### src/rtl/rcs_consts.svh
// Offsets, field positions, reset values and timing counts of the reset cause block.
// How it works
// RQ1 - Power status holds two flags, bits 0-1.
// RQ2 - Without brown-out detect, bit 0 reads zero.
// RQ3 - Brown-out flag undefined after power-on; untouched.
// RQ4 - Brown-out reset clears brown-out flag only.
// RQ5 - Software arms brown-out flag, ignores it disabled.
// RQ6 - Power-on reset alone clears power-on flag.
// RQ7 - Software sets power-on flag after power-on.
// RQ8 - Crystal: 72 ms plus 1024 ticks, or ticks.
// RQ9 - Power-on sets expiry and power-down flags.
// RQ10 - Running master clear keeps core flags.
// RQ11 - Sleep master clear, irq wake: expiry 1, down 0.
// RQ12 - Irq wake with enable: next instruction, vector.
// RQ13 - Resistor-capacitor without delay: no time-out.
// RQ14 - Settle count 1024 ticks, crystal, power-on/wake.
// RQ15 - Low supply during delay restarts brown-out reset.
// RQ16 - Watchdog reset and wake update core flags.
// RQ17 - Resets load zero; wakes continue next instruction.
`ifndef RCS_CONSTS_SVH
`define RCS_CONSTS_SVH

`define RCS_ADDR_PWR_STATUS 5'h00
`define RCS_ADDR_CORE_STATUS 5'h04
`define RCS_ADDR_CONFIG 5'h08
`define RCS_ADDR_IRQ_STATUS 5'h0c
`define RCS_ADDR_IRQ_MASK 5'h10

`define RCS_PWR_BROWN_BIT 0
`define RCS_PWR_PWRON_BIT 1
`define RCS_CORE_DOWN_BIT 0
`define RCS_CORE_EXPIRY_BIT 1
`define RCS_CORE_HOLD_BIT 2

`define RCS_CFG_RESET 8'h08
`define RCS_IRQ_RESET_BIT 0
`define RCS_IRQ_WAKE_BIT 1
`define RCS_IRQ_DONE_BIT 2

`define RCS_CLK_HZ 10000000
`define RCS_PWRUP_MS 72
`define RCS_PWRUP_CYCLES (`RCS_PWRUP_MS * (`RCS_CLK_HZ / 1000))
`define RCS_SETTLE_TICKS 1024
`define RCS_IRQ_VECTOR 13'h0004

`endif

### src/rtl/rcs_pkg.sv
// Types shared by the reset cause and start-up time-out block.
`default_nettype none
package rcs_pkg;
  typedef enum logic [1:0] {
    crystal_mode,
    fast_crystal_mode,
    lowfreq_crystal_mode,
    resistor_capacitor_mode
  } rcs_osc_e;

  typedef enum logic [1:0] {
    RCS_RUN,
    RCS_PWRUP_WAIT,
    RCS_SETTLE_WAIT
  } rcs_state_e;

  typedef struct packed {
    logic read;
    logic write;
    logic [4:0] address;
    logic [31:0] writedata;
  } rcs_av_req_s;

  typedef struct packed {
    logic pwron;
    logic brownout;
    logic master_clear;
    logic watchdog;
    logic irq_wake;
  } rcs_evt_s;
endpackage : rcs_pkg
`default_nettype wire

### src/rtl/rcs_top.sv
// Reset cause flags, start-up time-outs and program counter reload with an Avalon-MM slave.
//
// Register access over Avalon-MM and the register offsets were decided locally.
`include "rcs_consts.svh"
`default_nettype none
module rcs_top
  import rcs_pkg::*;
#(
  parameter bit HAS_BROWNOUT = 1'b1,
  parameter int PWRUP_CYCLES = `RCS_PWRUP_CYCLES,
  parameter int SETTLE_TICKS = `RCS_SETTLE_TICKS,
  parameter int PC_W = 13
) (
  input wire logic mclk_i,
  input wire logic reset_n_i,
  input wire rcs_av_req_s av_req_i,
  output logic [31:0] av_readdata_o,
  output logic av_waitrequest_o,
  input wire rcs_evt_s evt_i,
  input wire logic asleep_i,
  input wire logic supply_low_i,
  input wire logic osc_tick_i,
  input wire logic global_irq_enable_i,
  input wire logic instr_done_i,
  output logic core_hold_o,
  output logic pc_load_o,
  output logic [PC_W-1:0] pc_value_o,
  output logic resume_next_o,
  output logic irq_o
);

  localparam int CNT_W = $clog2(PWRUP_CYCLES + SETTLE_TICKS + 1);

  rcs_state_e state_r;
  logic [CNT_W-1:0] cnt_r;
  logic brownout_flag_n;
  logic pwron_flag_n;
  logic expiry_flag_n;
  logic powerdown_flag_n;
  logic [7:0] cfg_r;
  logic [2:0] irq_st_r;
  logic [2:0] irq_mask_r;
  logic ack_r;
  logic vec_pend_r;

  // Configuration fields.
  rcs_osc_e osc_mode;
  logic powerup_delay_enable_n;
  logic brownout_enable_cfg;
  assign osc_mode = rcs_osc_e'(cfg_r[1:0]);
  assign powerup_delay_enable_n = cfg_r[2];
  assign brownout_enable_cfg = cfg_r[3];

  logic xtal;
  logic brown_live;
  logic ev_pwron;
  logic ev_brown;
  logic ev_master_clear_n;
  logic ev_wdog;
  logic ev_iwake;
  logic any_reset;
  logic any_wake;
  logic timeout_done;

  assign xtal = (osc_mode != resistor_capacitor_mode);
  assign brown_live = HAS_BROWNOUT && brownout_enable_cfg;
  // One event is served per cycle, the most severe first.
  assign ev_pwron = evt_i.pwron;
  assign ev_brown = !ev_pwron && brown_live &&
                    (evt_i.brownout || (state_r == RCS_PWRUP_WAIT && supply_low_i)); // RQ15
  assign ev_master_clear_n = !ev_pwron && !ev_brown && evt_i.master_clear;
  assign ev_wdog = !ev_pwron && !ev_brown && !ev_master_clear_n && evt_i.watchdog;
  assign ev_iwake = !ev_pwron && !ev_brown && !ev_master_clear_n && !ev_wdog &&
                    evt_i.irq_wake && asleep_i;
  assign any_reset = ev_pwron || ev_brown || ev_master_clear_n || (ev_wdog && !asleep_i);
  assign any_wake = ev_iwake || (ev_wdog && asleep_i);

  // Bus handshake: one wait cycle, then the answer.
  logic req;
  logic wr_ok;
  assign req = av_req_i.read || av_req_i.write;
  assign av_waitrequest_o = req && !ack_r;
  assign wr_ok = av_req_i.write && ack_r;

  always_ff @(posedge mclk_i) begin
    if (!reset_n_i) begin
      ack_r <= 1'b0;
    end else begin
      ack_r <= req && !ack_r;
    end
  end

  // Start-up time-out sequencer.
  rcs_state_e state_nxt;
  always_comb begin
    state_nxt = state_r;
    if (ev_pwron) begin
      if (!powerup_delay_enable_n) begin
        state_nxt = RCS_PWRUP_WAIT; // RQ8
      end else if (xtal) begin
        state_nxt = RCS_SETTLE_WAIT; // RQ8
      end else begin
        state_nxt = RCS_RUN; // RQ13
      end
    end else if (ev_brown) begin
      state_nxt = RCS_PWRUP_WAIT; // RQ8
    end else if (any_wake) begin
      state_nxt = xtal ? RCS_SETTLE_WAIT : RCS_RUN; // RQ14
    end else if (any_reset) begin
      state_nxt = RCS_RUN;
    end else if (state_r == RCS_PWRUP_WAIT && cnt_r == CNT_W'(PWRUP_CYCLES - 1)) begin
      state_nxt = xtal ? RCS_SETTLE_WAIT : RCS_RUN; // RQ14
    end else if (state_r == RCS_SETTLE_WAIT && osc_tick_i &&
                 cnt_r == CNT_W'(SETTLE_TICKS - 1)) begin
      state_nxt = RCS_RUN; // RQ14
    end
  end

  always_ff @(posedge mclk_i) begin
    if (!reset_n_i) begin
      state_r <= RCS_RUN;
    end else begin
      state_r <= state_nxt;
    end
  end

  // Cycles in the power-up wait, oscillator ticks in the settle wait.
  always_ff @(posedge mclk_i) begin
    if (!reset_n_i) begin
      cnt_r <= '0;
    end else if (state_nxt != state_r || ev_brown || ev_pwron || any_wake) begin
      cnt_r <= '0; // RQ15
    end else if (state_r == RCS_PWRUP_WAIT) begin
      cnt_r <= cnt_r + 1'b1; // RQ8
    end else if (state_r == RCS_SETTLE_WAIT && osc_tick_i) begin
      cnt_r <= cnt_r + 1'b1; // RQ14
    end
  end

  assign core_hold_o = (state_r != RCS_RUN);
  assign timeout_done = (state_r != RCS_RUN) && (state_nxt == RCS_RUN);

  // Power status flags; a hardware event wins over a software write.
  always_ff @(posedge mclk_i) begin
    if (!reset_n_i) begin
      pwron_flag_n <= 1'b0;
    end else if (ev_pwron) begin
      pwron_flag_n <= 1'b0; // RQ6
    end else if (wr_ok && av_req_i.address == `RCS_ADDR_PWR_STATUS) begin
      pwron_flag_n <= av_req_i.writedata[`RCS_PWR_PWRON_BIT];
    end
  end

  // Power-on leaves this flag alone, so its value there is whatever it held.
  always_ff @(posedge mclk_i) begin
    if (!reset_n_i) begin
      brownout_flag_n <= 1'b0;
    end else if (!HAS_BROWNOUT) begin
      brownout_flag_n <= 1'b0; // RQ2
    end else if (ev_brown) begin
      brownout_flag_n <= 1'b0; // RQ4
    end else if (!ev_pwron && wr_ok && av_req_i.address == `RCS_ADDR_PWR_STATUS) begin
      brownout_flag_n <= av_req_i.writedata[`RCS_PWR_BROWN_BIT]; // RQ3
    end
  end

  // Core status flags.
  always_ff @(posedge mclk_i) begin
    if (!reset_n_i) begin
      expiry_flag_n <= 1'b1;
      powerdown_flag_n <= 1'b1;
    end else if (ev_pwron || ev_brown) begin
      expiry_flag_n <= 1'b1; // RQ9
      powerdown_flag_n <= 1'b1; // RQ9
    end else if ((ev_master_clear_n && asleep_i) || ev_iwake) begin
      expiry_flag_n <= 1'b1; // RQ11
      powerdown_flag_n <= 1'b0; // RQ11
    end else if (ev_wdog) begin
      expiry_flag_n <= 1'b0; // RQ16
      powerdown_flag_n <= !asleep_i; // RQ16
    end
  end

  // Program counter reload; a vectored wake first lets one instruction run.
  always_ff @(posedge mclk_i) begin
    if (!reset_n_i) begin
      pc_load_o <= 1'b0;
      pc_value_o <= '0;
      resume_next_o <= 1'b0;
      vec_pend_r <= 1'b0;
    end else begin
      pc_load_o <= 1'b0;
      resume_next_o <= 1'b0;
      if (any_reset) begin
        pc_load_o <= 1'b1; // RQ17
        pc_value_o <= '0; // RQ17
        vec_pend_r <= 1'b0;
      end else if (any_wake) begin
        resume_next_o <= 1'b1; // RQ17
        vec_pend_r <= ev_iwake && global_irq_enable_i; // RQ12
      end else if (vec_pend_r && instr_done_i && !core_hold_o) begin
        pc_load_o <= 1'b1; // RQ12
        pc_value_o <= PC_W'(`RCS_IRQ_VECTOR); // RQ12
        vec_pend_r <= 1'b0;
      end
    end
  end

  // Configuration register.
  always_ff @(posedge mclk_i) begin
    if (!reset_n_i) begin
      cfg_r <= `RCS_CFG_RESET;
    end else if (wr_ok && av_req_i.address == `RCS_ADDR_CONFIG) begin
      cfg_r <= {4'h0, av_req_i.writedata[3:0]};
    end
  end

  // Interrupt status is write-one-to-clear; a new event in the same cycle wins.
  logic [2:0] irq_set;
  logic [2:0] irq_clr;
  assign irq_set = {timeout_done, any_wake, any_reset};
  assign irq_clr = (wr_ok && av_req_i.address == `RCS_ADDR_IRQ_STATUS) ?
                   av_req_i.writedata[2:0] : 3'h0;

  always_ff @(posedge mclk_i) begin
    if (!reset_n_i) begin
      irq_st_r <= 3'h0;
      irq_mask_r <= 3'h0;
    end else begin
      irq_st_r <= (irq_st_r & ~irq_clr) | irq_set;
      if (wr_ok && av_req_i.address == `RCS_ADDR_IRQ_MASK) begin
        irq_mask_r <= av_req_i.writedata[2:0];
      end
    end
  end

  assign irq_o = |(irq_st_r & irq_mask_r);

  // Read data is captured in the wait cycle and stands while waitrequest is low.
  logic [31:0] rd_mux;
  always_comb begin
    rd_mux = 32'h0;
    unique case (av_req_i.address)
      `RCS_ADDR_PWR_STATUS: begin
        rd_mux[`RCS_PWR_PWRON_BIT] = pwron_flag_n; // RQ1
        rd_mux[`RCS_PWR_BROWN_BIT] = HAS_BROWNOUT & brownout_flag_n; // RQ2
      end
      `RCS_ADDR_CORE_STATUS: begin
        rd_mux[`RCS_CORE_DOWN_BIT] = powerdown_flag_n;
        rd_mux[`RCS_CORE_EXPIRY_BIT] = expiry_flag_n;
        rd_mux[`RCS_CORE_HOLD_BIT] = core_hold_o;
      end
      `RCS_ADDR_CONFIG: rd_mux[7:0] = cfg_r;
      `RCS_ADDR_IRQ_STATUS: rd_mux[2:0] = irq_st_r;
      `RCS_ADDR_IRQ_MASK: rd_mux[2:0] = irq_mask_r;
      default: rd_mux = 32'h0;
    endcase
  end

  always_ff @(posedge mclk_i) begin
    if (!reset_n_i) begin
      av_readdata_o <= 32'h0;
    end else if (av_req_i.read && !ack_r) begin
      av_readdata_o <= rd_mux;
    end
  end
endmodule : rcs_top
`default_nettype wire

### config.mk
export PLATFORM = sky130hd
export DESIGN_NAME = rcs_top
export DESIGN_NICKNAME = d
export VERILOG_FILES = /design/src/rtl/rcs_pkg.sv /design/src/rtl/rcs_top.sv
export VERILOG_INCLUDE_DIRS = /design/src /design/src/rtl
export SDC_FILE = /design/constraint.sdc
export NUM_CORES = 1
export LEC_CHECK = 0
export BUFFER_PORTS_ARGS = -buffer_cell sky130_fd_sc_hd__buf_2
export CAP_MARGIN = 30
export CORE_MARGIN = 1
export CORE_UTILIZATION = 37
export DETAILED_ROUTE_END_ITERATION = 8
export GPL_ROUTABILITY_DRIVEN = 0
export GPL_TIMING_DRIVEN = 1
export PLACE_DENSITY_LB_ADDON = 0.2
export SYNTH_ARGS = -nofsm -noshare
export SYNTH_HDL_FRONTEND = slang
export SYNTH_SLANG_ARGS = --single-unit
### constraint.sdc
create_clock -name mclk_i -period 2 [get_ports mclk_i]
set_input_delay 0.2 -clock mclk_i [delete_from_list [all_inputs] [get_ports mclk_i]]
set_output_delay 0.2 -clock mclk_i [all_outputs]
set_load 0.01 [all_outputs]
==> Yosys cells after proc, flatten, opt, wreduce, memory -nomap -nowiden <==
Index checks and enable logic that the tools add are counted.
{ "totals": {"inputBits": 51, "register_bits": 49} }
{ "op_classes": {"add_sub_neg": 1, "bitwise": 6, "n_mux": 22, "n_eq_ne": 10, "n_reduce_logical": 60} }
{ "op_table": {"columns": ["op", "n"], "rows": [
  ["20-bit 2-to-1 mux", 2],
  ["1-bit logical AND", 29],
  ["20-bit by 1-bit adder with 20-bit output, second input constant", 1],
  ["20-bit by 10-bit equality test with 1-bit output, second input constant", 1],
  ["20-bit equality test, second input constant", 1],
  ["2-bit 2-to-1 mux", 8],
  ["5-bit by 4-bit equality test with 1-bit output, second input constant", 2],
  ["1-bit logical OR", 10],
  ["2-bit one-hot mux with 5 select lines", 1],
  ["2-bit OR reduction", 5],
  ["1-bit 2-to-1 mux", 9],
  ["2-bit nonzero test", 4],
  ["1-bit zero test", 7],
  ["3-bit bitwise AND", 2],
  ["3-bit OR reduction", 2],
  ["5-bit by 3-bit equality test with 1-bit output, second input constant", 1],
  ["5-bit equality test, second input constant", 1],
  ["5-bit zero test", 1],
  ["1-bit one-hot mux with 4 select lines", 1],
  ["3-bit 2-to-1 mux", 1],
  ["3-bit inverter", 1],
  ["3-bit bitwise OR", 1],
  ["2-bit by 1-bit equality test with 1-bit output, second input constant", 1],
  ["2-bit equality test, second input constant", 1],
  ["5 further kinds", 6]
]} }

==> Logic depth before layout (Yosys ltp) <==
Gate-level depths: netlist of run 1.
{ "logic_depth": {"ltp_word": 23, "mapped_depth": 8, "mapped_depth_nobuf": 7} }

==> Worst setup path after synthesis of run 1 <==
Ideal clock, no wire load.
{ "synth_timing": {"path_type": "register to register", "from": "register cnt_r[0]", "to": "register cnt_r[0]", "required_time_ns": 1.876, "synth_period_minus_slack_ns": 1.856, "arrival_ns": 1.732, "path_slack_ns": 0.144, "stages_incl_launch_ff": 9, "path_buffers": 1, "setup_ns": 0.124, "path_cell_list": "dfxtp_1 > ha_1 > nand4_1 > nor4_1 > and4_1 > nor2_1 > o2111ai_1 > buf_2 > nor3_1"} }
{ "synth_between": {"elab_chain_len": 13, "elab_cells_between_ends": 18} }
{ "synth_lines": {"columns": ["element", "line_no", "source"], "rows": [
  ["start, declared", "rcs_top.sv:35", "logic [CNT_W-1:0] cnt_r;"],
  ["start signal, assigned", "rcs_top.sv:134", "cnt_r <= cnt_r + 1'b1;"],
  ["start signal, assigned", "rcs_top.sv:136", "cnt_r <= cnt_r + 1'b1;"],
  ["20-bit by 10-bit equality test with 1-bit output", "rcs_top.sv:114", "cnt_r == CNT_W'(SETTLE_TICKS - 1)) begin"],
  ["1-bit logical AND", "rcs_top.sv:113", "end else if (state_r == RCS_SETTLE_WAIT && osc_tick_i &&"],
  ["2-bit 2-to-1 mux", "rcs_top.sv:113", null],
  ["2-bit 2-to-1 mux", "rcs_top.sv:111", "end else if (state_r == RCS_PWRUP_WAIT && cnt_r == CNT_W'(PWRUP_CYCLES - 1)) begin"],
  ["2-bit 2-to-1 mux", "rcs_top.sv:109", "end else if (any_reset) begin"],
  ["2-bit 2-to-1 mux", "rcs_top.sv:107", "end else if (any_wake) begin"],
  ["2-bit 2-to-1 mux", "rcs_top.sv:105", "end else if (ev_brown) begin"],
  ["2-bit 2-to-1 mux", "rcs_top.sv:97", "if (ev_pwron) begin"],
  ["2-bit inequality test", "rcs_top.sv:131", "end else if (state_nxt != state_r || ev_brown || ev_pwron || any_wake) begin"],
  ["1-bit logical OR (3 in series)", "rcs_top.sv:131", null],
  ["2-bit OR reduction (no line)", null, null]
]} }
Parallel ways exist; a longest one is shown, timed or not. The select of a mux whose other input is x is not followed.
A chain may end at the register's enable or synchronous reset.

==> Worst setup path in the final report of run 1 <==
{ "layout_timing": {"from": "register cnt_r[0]", "to": "register cnt_r[1]"} }
Same word-level chain as after synthesis.

==> results of run 1 <==
cell usage in the layout (no fill, tap or decap), types with 3 or more instances in the layout:
master    count
clkbuf_8      6
inv_1         6
nand4_1      12
and2_1        3
nor3b_1       4
nor2b_1      12
buf_2        32
nand3_1      11
a21oi_1       6
xor2_1       12
o21ai_0       4
nand2_1      25
xnor2_1       7
buf_4        25
conb_1       40
a21boi_0      3
nor3_1        9
dfxtp_1      43
nor2_1       24
a22oi_1       3
mux2i_1       9
o211a_1       3
area by class of cell:
class	count	share of cell area
Multi-Input combinational cell	230	0.495
Sequential cell	45	0.307
Timing Repair Buffer	57	0.118
Tap cell	77	0.0327
Clock buffer	7	0.0293
Clock inverter	1	0.0102
Inverter	6	0.00765
how the worst max path moves through the flow:
stage | startpoint | endpoint | slack (ns) | depth (start not counted)
final | cnt_r[0] | cnt_r[1] | 0.12 | 8
after global routing | cnt_r[0] | cnt_r[3] | -0.008 | 8
after CTS | cnt_r[0] | cnt_r[3] | 0.04 | 8
after detailed placement | cnt_r[0] | cnt_r[7] | 0.06 | 8
after global placement | cnt_r[0] | cnt_r[5] | 0.04 | 8
after floorplan | cnt_r[0] | cnt_r[0] | 0.14 | 8
per-layer routing:
layer	GRT usage	wire, um
met2	0.246	2470
met4	0.0324	19
met1	0.204	2500
met5	0	0
met3	0.0311	226
metrics by stage:
stage                     power, mW  setup TNS [ns]  setup slack [ns]  std cells  hold WS, ns
after floorplan                1.12               0             0.144        330        0.276
after global placement         1.13               0            0.0391        414        0.435
after detailed placement       1.14               0            0.0602        414        0.441
after CTS                      1.84               0            0.0392        422        0.134
after global routing           1.90         -0.0196          -0.00827        423        0.142
final                          1.82               0             0.116        423        0.139
flip-flops by register name, indices dropped and copies added, names as in the netlist:
register / count
irq_st_r: 3
resume_next_o: 1
powerdown_flag_n: 1
brownout_flag_n: 1
cnt_r: 20
av_readdata_o: 4
vec_pend_r: 1
ack_r: 1
pc_load_o: 1
expiry_flag_n: 1
irq_mask_r: 3
cfg_r: 4
pwron_flag_n: 1
pc_value_o: 1
state_r: 2
report_power, final:
group	internal, mW	leakage [nW]	switching [mW]
combinational	0.0753	0.786	0.123
sequential	0.909	0.366	0.00956
clock	0.408	0.0585	0.294
timing repair:
action | 4_1_cts | 5_1_grt
setup endpoints to repair | 0 | 22
setup buffers | 0 | 1
gates resized for setup | 0 | 6
cells by family (layout without fill, tap and decap cells):
family | after synthesis | in the layout | synth area share
and+or+nand+nor | 121 | 121 | 0.255
buffers and inverters | 55 | 71 | 0.141
DFF | 45 | 45 | 0.353
AOI/OAI and AO/OA | 35 | 35 | 0.108
xor gates and xnor gates | 19 | 19 | 0.0653
muxes | 14 | 14 | 0.0707
adders and majority gates | 1 | 1 | 0.00491
other | 1 | 40 | 0.00147
critical path: stages, from the launching register on:
cell and delay [ns]:
dfxtp_2 0.36, ha_4 0.14, nand4_1 0.14, nor4_2 0.30
and4_1 0.27, buf_4 0.13, nor2_4 0.04, mux2i_4 0.30
nor3_1 0.09
==> results.tsv, run 1 <==
stage	metric	value	unit
clock_network	cts_buffers	5	
layout	ff_latch_area	903	sq um
power_and_ir_drop	p_per_area	618	nW/um^2
drt	wl_per_cell	12.3	um
worst_hold_path	hold_path_depth	3	
layout	final_core_util	0.453	
power_and_ir_drop	leakagePower	1.21	nW
layout	n_antenna_cell	0	
synthesis	yosys.area.top_type	dfxtp_1	
floorplan	die_w	85.0	um
clock_network	cts_root_buf	clkbuf_8	
synthesis	synthDistinctLibCells	56	
synthesis	yosysMostFrequentCell	dfxtp_1	
critical_path	cp-end-kind	flop	
timing	maxSlewViolCount	0	
drt	drt_iter0_drc	91	
worst_hold_path	hold_path.class	input pin to flop	
synthesis	netlist_instances	291	
critical_path	worst_ep_arrival_time	2.05	ns
synthesis	syn_area	2550	sq um
drt	drc	0	
synthesis	synth-async-reset-ratio	0	
flow_run	drv_cap	0	
critical_path	reg2reg_slack	0.12	ns
clock_network	cts.htree.levels	2	
synthesis	synth_ff_type	dfxtp_1	
global_route	grt_max_degree	25	
worst_hold_path	hold_path_end	cfg_r[3]	
clock_network	cts_tree	built	
timing	max_slew_margin	0.656	
status	status	finished clean	
drt	vias	2043	
global_route	grt_pass1_wl	8740	um
clock_network	clk_pin_slew	0.09	ns
drt	drt_wl_total	5220	um
critical_path	worstPathRequired	2.16	ns
synthesis	ys_seq_area_frac	0.353	
clock_network	cts_max_path_buffers	2	
critical_path	r2r_end	cnt_r[1]	
synthesis	synth_top_cell_area_share	0.353	
layout	multiInputGateArea	1460	sq um
drt	dr.pass1.iters	4	
placed_design	port_buffers	32	
synthesis	ys_warn_count	0	
floorplan	row_count	29	
critical_path	start_kind	flop	
synthesis	synth.area.top_cells	dfxtp_1 (35%), buf_4 (12%), xor2_1 (4.1%)	
global_route	overflow	0	
timing	finalCriticalPeriod	1.88	ns
critical_path	worst_r2r_path_depth	8	
layout	syn2layout_area_growth	15.5	%
worst_hold_path	hp-start	av_req_i[3]	
floorplan	fp.dieH	85.0	um
power_and_ir_drop	ir_worst_vdd	354	uV
global_route	first_global_vias	1907	
timing	tightestPinTransition	0.514	ns
critical_path	r2r_start	cnt_r[0]	
drt	vias_per_cell	4.83	
synthesis	synth_seq_cells	45	
drt	antenna_left	0	
clock_network	holdBufCountCts	0	
layout	n_fill_cell	650	
floorplan	ios	101	
floorplan	die-area	7230	sq um
placed_design	dp.final_hpwl	3990	um
timing	hold_violations	0	
timing	fmax	531	MHz
critical_path	timing_worst_setup_path_type	flop to flop	
global_route	antenna_found_initial	0	
timing	fin_crit_sh	0.942	
clock_network	clock-sinks	45	
critical_path	critPathMaxFanout	7	
layout	final_nets	397	
placed_design	dpl_cell_area	2800	sq um
synthesis	synth-edff-count	0	
timing	setup_viol	0	
synthesis	synth_commonest_cells	dfxtp_1 (45), buf_4 (40), nand2_1 (25), nor2_1 (24)	
layout	drive_gt1_frac	0.240	
floorplan	initial_core_util	0.393	
layout	final_area	2950	sq um
synthesis	syn_avg_cell_area	8.76	sq um
timing	skew	0.0106	ns
floorplan	core_region_area	6490	sq um
global_route	grt.total_usage	0.150	
clock_network	clk_latency	0.29	ns
Power figures use the tool's default switching activity.
==> run 2: changes to the inputs <==
- ABC_AREA: default -> 1
==> run 2 against run 1 <==
Net effect: synthesized cell count increased by 29%; synthesized area increased by 7.0%; global-route usage decreased by 0.75 points; clock power increased by 3.3%; core utilization decreased by 0.14 points; count of clock-buffer cells in the layout decreased by 1; die area increased by 6.8%; sequential power increased by 0.7%; largest power group unchanged.
==> results.tsv, run 2 <==
stage	metric	value	unit
floorplan	initial_core_util	0.393	
synthesis	synth_commonest_cells	inv_1 (49), nand2_1 (47), dfxtp_1 (45), buf_4 (40), nor2_1 (39)	
timing	setup_ws	0.123	ns
layout	final_core_util	0.452	
layout	layout_commonest_cell	inv_1	
clock_network	cts_max_path_buffers	2	
synthesis	synth-edff-count	0	
clock_network	cts_root_buf	clkbuf_8	
global_route	grt_max_degree	16	
drt	drt_iter0_drc	95	
synthesis	synth_ff_type	dfxtp_1	
drt	vias	2255	
global_route	grt.total_usage	0.142	
floorplan	core_region_area	6940	sq um
synthesis	ys_warn_count	0	
power_and_ir_drop	leakagePower	1.40	nW
synthesis	synth-async-reset-ratio	0	
drt	drc	0	
power_and_ir_drop	total_power	1.88	mW
flow_run	drv_cap	0	
critical_path	worst_ep_arrival_time	2.07	ns
layout	n_fill_cell	743	
timing	fin_hold_ws	0.112	ns
layout	regMostFlops	cnt_r	
drt	dr.pass1.iters	4	
synthesis	ys_seq_area_frac	0.330	
timing	maxSlewViolCount	0	
layout	ff_latch_area	912	sq um
critical_path	cp-end-kind	flop	
layout	stdcell_count	516	
synthesis	synth_top_cell_area_share	0.330	
drt	wl_per_cell	10.5	um
synthesis	syn_avg_cell_area	7.29	sq um
layout	mostFrequentLayoutCells	inv_1 (48), nand2_1 (45), conb_1 (40)	
timing	finalCriticalPeriod	1.88	ns
critical_path	timing_worst_setup_path_type	flop to flop	
synthesis	synth_seq_cells	45	
synthesis	syn_area	2730	sq um
placed_design	port_buffers	32	
timing	hold_violations	0	
drt	antenna_left	0	
power_and_ir_drop	ir_worst_vdd	325	uV
synthesis	yosysMostFrequentCell	inv_1	
synthesis	netlist_instances	374	
clock_network	cts.htree.levels	2	
layout	syn2layout_area_growth	15.1	%
clock_network	clk_pin_slew	0.09	ns
synthesis	synthDistinctLibCells	35	
layout	n_antenna_cell	0	
timing	skew	0.0127	ns
layout	final_nets	471	
status	status	finished clean	
layout	drive_gt1_frac	0.271	
floorplan	fp.dieH	87.9	um
placed_design	dp.final_hpwl	4170	um
power_and_ir_drop	p_per_area	598	nW/um^2
timing	fmax	533	MHz
placed_design	place_inst	504	
floorplan	row_count	30	
layout	multiInputGateArea	1490	sq um
clock_network	clk_latency	0.30	ns
layout	largest_reg_flops	20	
critical_path	worstPathRequired	2.19	ns
layout	top_regs	cnt_r (20), av_readdata_o (4), cfg_r (4)	
floorplan	die-area	7720	sq um
critical_path	critPathMaxFanout	5	
timing	setup_viol	0	
global_route	antenna_found_initial	0	
clock_network	cts_tree	built	
synthesis	yosys.area.top_type	dfxtp_1	
floorplan	ios	101	
timing	fin_crit_sh	0.938	
clock_network	cts_buffers	5	
clock_network	clock-sinks	45	
drt	drt_wl_total	5440	um
critical_path	start_kind	flop	
drt	vias_per_cell	4.37	
global_route	first_global_vias	1931	
placed_design	dp_slack	0.0553	ns
synthesis	synth.area.top_cells	dfxtp_1 (33%), buf_4 (11%), inv_1 (6.7%)	
worst_hold_path	hold_path.class	input pin to flop	
global_route	grt_pass1_wl	8580	um
global_route	overflow	0	
floorplan	die_w	87.9	um
==> run 2: what timing repair did <==
item,CTS,global route
endpoints found under the setup margin,0,20
hold buffers,0,0
resized for setup,0,21
buffers inserted,0,2
==> run 2: path summary, 6_finish.rpt <==
| check | startpoint | end | slack [ns] | cells past startpoint |
|---|---|---|---|---|
| max | cnt_r[0] | cnt_r[2] | 0.12 | 15 |
| min | av_req_i[3] | cfg_r[3] | 0.11 | 3 |
| max reg2reg | cnt_r[0] | cnt_r[2] | 0.12 | 15 |
| min reg2reg | pc_value_o[2] | pc_value_o[2] | 0.45 | 2 |
==> run 2: area by class of cell <==
cell class,count,share of cell area
repair buffers,42,0.0941
multi-input cells,271,0.474
inverters,54,0.0646
clock inverters,2,0.0120
clock buffers,6,0.0263
well taps,96,0.0383
flip-flops and latches,45,0.291
==> run 2: power breakdown <==
group	total, mW	leakage (nW)	switching [mW]	internal, mW
logic	0.226	0.975	0.148	0.0789
registers	0.924	0.369	0.0116	0.913
clock network	0.725	0.0574	0.319	0.407
total	1.88	1.40	0.478	1.40
==> run 2: cell families after synthesis <==
logic type,share of synthesized area
and+or+nand+nor,0.310
buffers and inverters,0.194
muxes,0.00367
DFF,0.330
other,0.00137
xor gates and xnor gates,0.0546
AOI/OAI and AO/OA,0.102
adders and majority gates,0.00459
==> run 2: worst max-delay path, stage by stage (launching register included) <==
cell and delay, ns:
dfxtp_2 0.37, ha_4 0.14, nand2_2 0.07, nor2_4 0.13, nand2_2 0.07, nor2_4 0.11
nand3_2 0.09, nand2_1 0.08, nor2_1 0.04, nand2_1 0.10, nand4_1 0.09, nand2_1 0.09
inv_2 0.05, nand3_4 0.14, clkbuf_16 0.17, nor2_2 0.03
==> run 2: metal layers <==
layer	part of all wire	routed length, um	GRT usage
met1	0.48	2590	0.184
met2	0.48	2600	0.230
met3	0.035	189	0.0339
met4	0.011	60	0.0537
met5	0	0	0
==> run 2: metrics by stage <==
| step | area [sq um] | TNS, ns |
|---|---|---|
| 5_1_grt | 3140 | -0.189 |
| 4_1_cts | 3020 | 0 |
| 2_1_floorplan | 2870 | 0 |
| 3_5_place_dp | 2900 | 0 |
| 6_report | 3140 | 0 |
| 3_3_place_gp | 2900 | 0 |
